`src/rtl/sec_status_pkg.sv`:
```
// constants, field layout and carriers for the secondary bus status register
package sec_status_pkg;

	localparam logic [7:0]  SEC_STATUS_OFFSET          = 8'h1E;
	localparam logic [15:0] SEC_STATUS_RESET           = 16'h0000;
	localparam int          DETECTED_PARITY_BIT        = 15;
	localparam int          RECEIVED_SYSTEM_ERROR_BIT  = 14;
	localparam int          RECEIVED_MASTER_ABORT_BIT  = 13;
	localparam int          RECEIVED_TARGET_ABORT_BIT  = 12;
	localparam int          SIGNALED_TARGET_ABORT_BIT  = 11;
	localparam int          DECODE_TIMING_LSB          = 9;
	localparam logic [1:0]  DECODE_TIMING_MEDIUM       = 2'h1;
	localparam int          MASTER_DATA_PAR_BIT        = 8;
	localparam int          FAST_B2B_BIT               = 7;
	localparam int          HIGH_SPEED_BIT             = 5;
	localparam int          FLAG_COUNT                 = 6;
	localparam int          UPPER_LANE                 = 1;

	// index of each sticky flag inside the flag vector
	localparam int          FLAG_DETECTED_PARITY  = 5;
	localparam int          FLAG_SYSTEM_ERROR     = 4;
	localparam int          FLAG_MASTER_ABORT     = 3;
	localparam int          FLAG_TARGET_ABORT_RX  = 2;
	localparam int          FLAG_TARGET_ABORT_TX  = 1;
	localparam int          FLAG_MASTER_DATA_PAR  = 0;

	// one-cycle event pulses from the secondary master and target logic
	typedef struct packed {
		logic target_addr_parity_err;
		logic target_write_data_parity_err;
		logic master_read_data_parity_err;
		logic master_abort_end;
		logic target_abort_received;
		logic target_abort_signaled;
		logic master_active;
		logic perr_driven_on_read;
		logic perr_seen_on_write;
	} sec_events_t;

	// configuration access, one 16-bit half word per request
	typedef struct packed {
		logic [7:0]  addr;
		logic        rd;
		logic        wr;
		logic [1:0]  be;
		logic [15:0] wdata;
	} cfg_req_t;

	function automatic logic [15:0] build_status(input logic [FLAG_COUNT-1:0] f);
		logic [15:0] w;
		w = 16'h0000;
		w[DETECTED_PARITY_BIT] = f[FLAG_DETECTED_PARITY];
		w[RECEIVED_SYSTEM_ERROR_BIT] = f[FLAG_SYSTEM_ERROR];
		w[RECEIVED_MASTER_ABORT_BIT] = f[FLAG_MASTER_ABORT];
		w[RECEIVED_TARGET_ABORT_BIT] = f[FLAG_TARGET_ABORT_RX];
		w[SIGNALED_TARGET_ABORT_BIT] = f[FLAG_TARGET_ABORT_TX];
		w[DECODE_TIMING_LSB +: 2] = DECODE_TIMING_MEDIUM;
		w[MASTER_DATA_PAR_BIT] = f[FLAG_MASTER_DATA_PAR];
		w[FAST_B2B_BIT] = 1'h1;
		w[HIGH_SPEED_BIT] = 1'h1;
		return w;
	endfunction

	function automatic logic [FLAG_COUNT-1:0] extract_flags(input logic [15:0] w);
		logic [FLAG_COUNT-1:0] f;
		f = '0;
		f[FLAG_DETECTED_PARITY] = w[DETECTED_PARITY_BIT];
		f[FLAG_SYSTEM_ERROR]    = w[RECEIVED_SYSTEM_ERROR_BIT];
		f[FLAG_MASTER_ABORT]    = w[RECEIVED_MASTER_ABORT_BIT];
		f[FLAG_TARGET_ABORT_RX] = w[RECEIVED_TARGET_ABORT_BIT];
		f[FLAG_TARGET_ABORT_TX] = w[SIGNALED_TARGET_ABORT_BIT];
		f[FLAG_MASTER_DATA_PAR] = w[MASTER_DATA_PAR_BIT];
		return f;
	endfunction

endpackage

```
`src/rtl/sticky_flags.sv`:
```
// sticky event flags with write-one-to-clear, set wins over clear
`timescale 1ns/1ps
module sticky_flags
	import sec_status_pkg::*;
#(
	parameter int WIDTH = FLAG_COUNT
) (
	input  wire logic             clk,
	input  wire logic             rst,
	input  wire logic [WIDTH-1:0] set,
	input  wire logic [WIDTH-1:0] clear,
	output logic      [WIDTH-1:0] flags
);

	logic [WIDTH-1:0] flags_ff;
	logic [WIDTH-1:0] nxt_flags;

	// an event landing on the clearing write is kept
	assign nxt_flags = (flags_ff & ~clear) | set;
	assign flags     = flags_ff;

	always_ff @(posedge clk) begin
		if (rst) begin
			flags_ff <= '0;
		end else begin
			flags_ff <= nxt_flags;
		end
	end

endmodule

```
`src/rtl/bridge_secondary_status.sv`:
```
// secondary bus status register: sticky error flags and fixed capabilities
//
// Overview of operation
// An address or attribute parity error seen as potential target sets the detected-parity flag.
// A data parity error seen as target of a write sets the detected-parity flag.
// A parity error in immediate read data seen as master sets the detected-parity flag.
// The detected-parity flag is set whatever the parity-response enable says.
// SERR seen asserted on the secondary bus sets the received-system-error flag.
// A master abort ending a transaction mastered by the bridge sets the master-abort flag.
// A target abort received by the bridge as master sets the received-target-abort flag.
// A target abort signaled by the bridge as target sets the signaled-target-abort flag.
// The decode-timing field always reads 01b (medium) and ignores writes.
// The master-data-parity flag sets only as master, with parity response on, on a PERR event.
// The fast back-to-back capability bit always reads 1.
// The 66 MHz capability bit always reads 1.
// Bits 4:0 always read zero.
// Bit 6 always reads zero.
// The register sits at configuration offset 1Eh.
// Capability fields are read-only and event bits are write-one-to-clear.
// Writing 1 clears an event bit, writing 0 does nothing, otherwise it holds until reset.
`timescale 1ns/1ps
module bridge_secondary_status
	import sec_status_pkg::*;
(
	input  wire logic        CORE_CLK,
	input  wire logic        RST,
	input  wire logic        SERR_N,
	input  wire logic        PARITY_RESPONSE_ENABLE,
	input  wire sec_events_t SEC_EVENTS,
	input  wire cfg_req_t    CFG_REQ,
	output logic      [15:0] CFG_RDATA,
	output logic             CFG_RVALID
);

	logic                  serr_meta_ff;
	logic                  serr_sync_ff;
	logic [15:0]           rdata_ff;
	logic                  rvalid_ff;
	logic [FLAG_COUNT-1:0] flags;
	logic [FLAG_COUNT-1:0] set_vec;
	logic [FLAG_COUNT-1:0] clear_vec;
	logic [15:0]           nxt_rdata;
	wire                   addr_hit;
	wire                   parity_detect;
	wire                   master_data_par;

	// SERR is a bus pin, so it is synchronised before any use
	always_ff @(posedge CORE_CLK) begin
		if (RST) begin
			serr_meta_ff <= 1'h1;
			serr_sync_ff <= 1'h1;
		end else begin
			serr_meta_ff <= SERR_N;
			serr_sync_ff <= serr_meta_ff;
		end
	end

	// offset decode
	assign addr_hit = (CFG_REQ.addr == SEC_STATUS_OFFSET);

	// parity enable deliberately not consulted
	assign parity_detect = SEC_EVENTS.target_addr_parity_err
		| SEC_EVENTS.target_write_data_parity_err
		| SEC_EVENTS.master_read_data_parity_err;

	// gated by mastership and parity response
	assign master_data_par = SEC_EVENTS.master_active & PARITY_RESPONSE_ENABLE
		& (SEC_EVENTS.perr_driven_on_read | SEC_EVENTS.perr_seen_on_write);

	// event to flag mapping
	always_comb begin
		set_vec = '0;
		set_vec[FLAG_DETECTED_PARITY] = parity_detect;
		set_vec[FLAG_SYSTEM_ERROR]    = ~serr_sync_ff;
		set_vec[FLAG_MASTER_ABORT]    = SEC_EVENTS.master_abort_end;
		set_vec[FLAG_TARGET_ABORT_RX] = SEC_EVENTS.target_abort_received;
		set_vec[FLAG_TARGET_ABORT_TX] = SEC_EVENTS.target_abort_signaled;
		set_vec[FLAG_MASTER_DATA_PAR] = master_data_par;
	end

	// all event bits live in the upper byte lane
	assign clear_vec = (CFG_REQ.wr & addr_hit & CFG_REQ.be[UPPER_LANE])
		? extract_flags(CFG_REQ.wdata) : '0;

	sticky_flags #(
		.WIDTH (FLAG_COUNT)
	) u_flags (
		.clk   (CORE_CLK),
		.rst   (RST),
		.set   (set_vec),
		.clear (clear_vec),
		.flags (flags)
	);

	// constants come from the image builder
	assign nxt_rdata = (CFG_REQ.rd & addr_hit) ? build_status(flags) : 16'h0000;

	always_ff @(posedge CORE_CLK) begin
		if (RST) begin
			rdata_ff  <= SEC_STATUS_RESET;
			rvalid_ff <= 1'h0;
		end else begin
			rdata_ff  <= nxt_rdata;
			rvalid_ff <= CFG_REQ.rd;
		end
	end

	assign CFG_RDATA  = rdata_ff;
	assign CFG_RVALID = rvalid_ff;

	// checks
	wire hit_rd = CFG_REQ.rd & addr_hit;
	wire upper_wr = CFG_REQ.wr & addr_hit & CFG_REQ.be[UPPER_LANE];
endmodule

```
`config.mk`:
```
export PLATFORM = sky130hd
export DESIGN_NAME = bridge_secondary_status
export DESIGN_NICKNAME = d
export VERILOG_FILES = /design/src/rtl/sec_status_pkg.sv /design/src/rtl/sticky_flags.sv /design/src/rtl/bridge_secondary_status.sv
export SDC_FILE = /design/constraint.sdc
export NUM_CORES = 1
export LEC_CHECK = 0
export ABC_AREA = 1
export BUFFER_PORTS_ARGS = -buffer_cell sky130_fd_sc_hd__buf_2
export CORE_MARGIN = 2
export CORE_UTILIZATION = 39
export DETAILED_ROUTE_END_ITERATION = 16
export PLACE_DENSITY_LB_ADDON = 0.08
export SYNTH_ARGS = -nofsm -noshare
export SYNTH_HDL_FRONTEND = slang
export SYNTH_HIERARCHICAL = 1
export SYNTH_SLANG_ARGS = --single-unit
```
`constraint.sdc`:
```
create_clock -name CORE_CLK -period 1.36 [get_ports CORE_CLK]
set_clock_uncertainty 0.05 [all_clocks]
set_input_delay 0.068 -clock CORE_CLK [delete_from_list [all_inputs] [get_ports CORE_CLK]]
set_output_delay 0.068 -clock CORE_CLK [all_outputs]
set_load 0.02 [all_outputs]
```
==> Word level (Yosys, flattened, before mapping) <==
Cells that the tools add are included.
{ "word_totals": {"reg_bits": 25, "in_bits": 41, "elab_cells": 23, "out_inout_bits": 17} }
{ "op_classes": {"n_reduce_logical": 1, "n_mux": 2, "bitwise_logic": 13, "eq_ne": 1} }
{ "op_table": {"columns": ["op", "n"], "rows": [
  ["$mux 10", 1],
  ["$eq 8x5->1 const B", 1],
  ["$and 6x6->6", 1],
  ["$mux 6", 1],
  ["$not 6->6", 1],
  ["$or 6x6->6", 1],
  ["$and 1x1->1", 5],
  ["$or 1x1->1", 3],
  ["$not 1->1", 2],
  ["$reduce_or 2->1", 1]
]} }

==> Longest topological paths before layout <==
{ "logic_depth": {"depth_word": 7, "depth_mapped": 8, "depth_no_buf": 8} }

==> Hierarchy <==
Netlist, hierarchy kept.
{ "modules_own_cells": {"columns": ["module", "cells_per_inst", "seq_area_each_um2", "area_each_um2", "n_inst"], "rows": [
  ["bridge_secondary_status", 66, 200.2, 475.5, 1],
  ["sticky_flags", 30, 120.1, 217.7, 1]
]} }

==> Worst setup path after synthesis <==
No wires, ideal clock.
{ "synth_timing": {"path_type": "input port to flip-flop", "start": "in CFG_REQ[20] in the netlist's numbering", "end": "reg u_flags.flags_ff[0], in the netlist u_flags/flags[0]", "stages": 8, "t_required_ns": 1.194, "n_path_buf": 0, "arrival_ns": 0.620, "setup_ns": 0.116, "setup_slack_ns": 0.574, "cell_sequence": "inv_1 > nand2_1 > nor2_2 > nand3_2 > nor2_1 > inv_1 > nand2_1 > a21oi_1"} }
{ "synth_via": {"elab_chain_cells": 7} }
{ "synth_lines": {"columns": ["item", "line_no", "source"], "rows": [
  ["start: declaration", "bridge_secondary_status.sv:30", "input wire cfg_req_t CFG_REQ,"],
  ["$eq 8x5->1", "bridge_secondary_status.sv:59", "assign addr_hit = (CFG_REQ.addr == SEC_STATUS_OFFSET);"],
  ["$and 1x1->1 (2 in series)", null, null],
  ["$mux 6", "bridge_secondary_status.sv:83", "? extract_flags(CFG_REQ.wdata) : '0;"],
  ["net clear_vec[0]", "bridge_secondary_status.sv:41", "logic [FLAG_COUNT-1:0] clear_vec;"],
  ["$not 6->6", "sticky_flags.sv:19", "assign nxt_flags = (flags_ff & ~clear) | set;"],
  ["$and 6x6->6", "sticky_flags.sv:19", null],
  ["$or 6x6->6", "sticky_flags.sv:19", null],
  ["end signal: assignment", "sticky_flags.sv:26", "flags_ff <= nxt_flags;"],
  ["end: declaration", "sticky_flags.sv:15", "logic [WIDTH-1:0] flags_ff;"]
]} }
The timed path passes the listed nets, and every way through them passes these cells.
A chain may end at the register's enable or synchronous reset.

==> Worst setup path in the final report <==
{ "layout_timing": {"start": "in CFG_REQ[19] in the netlist's numbering", "end": "reg rdata_ff[13], in the netlist CFG_RDATA[13]"} }
{ "layout_via": {"elab_chain_cells": 3} }
{ "layout_lines": {"columns": ["item", "line_no", "source"], "rows": [
  ["$and 1x1->1", null, null],
  ["$not 1->1 (no source line)", null, null],
  ["$reduce_or 2->1 (no source line)", null, null],
  ["end signal: assignment", "bridge_secondary_status.sv:103", "rdata_ff <= nxt_rdata;"],
  ["end: declaration", "bridge_secondary_status.sv:37", "logic [15:0] rdata_ff;"]
]} }
No other way between the ends.

==> results.txt <==
clock latency on the worst-skew pair: 0.28 ns
Synth Warn #: 6
layout cells sized above 1: 0.348
Place WS: 0.303 ns
Worst Setup Path Type: input port to register
most frequent cells in the layout: buf_2, inv_1, dfxtp_1
worst path arrival time: 1.15 ns
Worst setup EP type: register
Slew Viols, Final: 0
largest net degree at the start of global routing: 10
Worst VDD drop: 981 uV
DP Area: 875 um2
initial core utilization: 0.406
total global routing overflow: 0
Max Freq: 1020 MHz
CTS H-Tree Depth: 1
Die ar.: 0.00213 mm2
root buf cell: clkbuf_4
R2R depth: 1
IO Port Bufs: 39
Cells after DPL: 157
initial drt markers: 1
CTS clock-pin slew for the worst setup and hold paths: 0.09 ns
clk buf depth: 2
FF-to-FF Start: serr_meta_ff
fin worst setup slack: 0.378 ns
vias in the first global route: 512
Finished Core Util: 0.563
CTS tree: yes
total track usage: 0.129
CTS sink cnt: 16
GPL Wtd Cong: 0.615
filler instances: 176
Critical Path Source Type: input port
Final Hold Vio Count: 0
DR vias: 630
RR Endpoint: serr_sync_ff
first element of the critical path: CFG_REQ[19]
post-DP HPWL: 988 um
hold crit path type: input port to register
synthesized instance count: 96
Post-Syn Area: 693 um2
routed wire length: 1240 um
die extent in y: 46.2 um
leakage: 0.578 nW
Routed Antenna Nets: 0
Hold Buf Count CTS: 5
FP Rows: 15
Die X-Extent: 46.2 um
area grow syn2layout: 38.6%
Via density: 3.80
Setup TNS Final: 0 ns
hold depth: 2
CTS Buf Count: 3
Distinct cells, synth: 12
unrepaired setup endpoints after global routing: no
Avg WL per Cell: 7.49 um
min Tclk post-route: 0.982 ns
most common cell after layout, fill and taps aside: buf_2
crit-path max FO: 7
initial antenna violation count: 0
total power: 908 uW
PwrDens: 945 mW/mm2
DRC violations left: 0
first-pass GRT wire length: 1920 um
final net count: 183
status: finished clean
Final period util: 0.722
final count of negative-setup-slack endpoints: 0
final std cells w/o fill: 166
iteration count of the initial detailed-routing pass: 3
Worst Hold End: u_flags/flags[5]
post-cts gate resize count: 0
Design Area, Final: 961 um2
Min Hold Slack: 0.00904 ns
Max Cap Violations: 0
syn avg cell area: 7.22 um2
reg2reg setup slack: 0.65 ns
post-synthesis sequential area ratio: 0.462
Post-CTS Setup Bufs: 0
ANT cells: 0
Hold Crit Start: RST
FF+latch count, synth: 16
I/O Pins: 58
core box area: 0.00171 mm2
critical path data required time: 1.53 ns
per-layer routing:
layer | wire, um | up-vias | GRT usage | part of all wire
met4 | 0 | 0 | 0.0171 | 0
met1 | 485 | 260 | 0.127 | 0.39
met3 | 108 | 0 | 0.0588 | 0.087
met5 | 0 | - | 0 | 0
met2 | 649 | 25 | 0.247 | 0.52
li1 | - | 345 | - | -
area by class of cell:
type | instances | area, um2 | area share
flip-flops and latches | 16 | 320 | 0.333
clock buffers | 4 | 36.3 | 0.0378
inverters | 32 | 120 | 0.125
repair buffers | 44 | 245 | 0.255
multi-input cells | 45 | 208 | 0.216
well taps | 25 | 31.3 | 0.0326
cell families after synthesis:
family                 Yosys count  share of synthesized area
DFF                             16                      0.462
and+or+nand+nor                 31                      0.204
other                            1                    0.00541
buffers and inverters           41                      0.271
AOI/OAI and AO/OA                7                     0.0578
worst max-delay path, cell delays in order:
cell and delay [ns]:
dlygate4sd3_1 0.52, buf_2 0.10, inv_1 0.03, nor2_1 0.13, nand3_2 0.17, nor2_1 0.13
worst max path at each step:
stage | to | cells past startpoint
3_5_place_dp | u_flags/flags[0] | 9
5_1_grt | CFG_RDATA[15] | 6
4_1_cts | CFG_RDATA[13] | 6
6_report | CFG_RDATA[13] | 6
3_3_place_gp | u_flags/flags[0] | 9
2_1_floorplan | u_flags/flags[0] | 8
Yosys cell counts:
cell type / number / area, um2
or3_1: 1 / 6.26
or2_2: 2 / 12.5
o211a_1: 1 / 10.0
inv_1: 32 / 120
conb_1: 1 / 3.75
buf_4: 9 / 67.6
nand3_2: 2 / 20.0
dfxtp_1: 16 / 320
nor2_2: 2 / 12.5
a21oi_1: 6 / 30.0
nand2_1: 11 / 41.3
nor2_1: 13 / 48.8
registers in the layout, summed over array words and instances, names as in the netlist:
signal / flops
CFG_RDATA: 7
CFG_RVALID: 1
serr_meta_ff: 1
serr_sync_ff: 1
u_flags/flags: 6
power by group:
part | total (mW) | switching (mW) | internal (mW)
Combinational | 0.112 | 0.0558 | 0.0564
Clock | 0.305 | 0.142 | 0.163
Sequential | 0.491 | 0.00626 | 0.484
Total | 0.908 | 0.204 | 0.704
(Power assumes the default switching activity.)
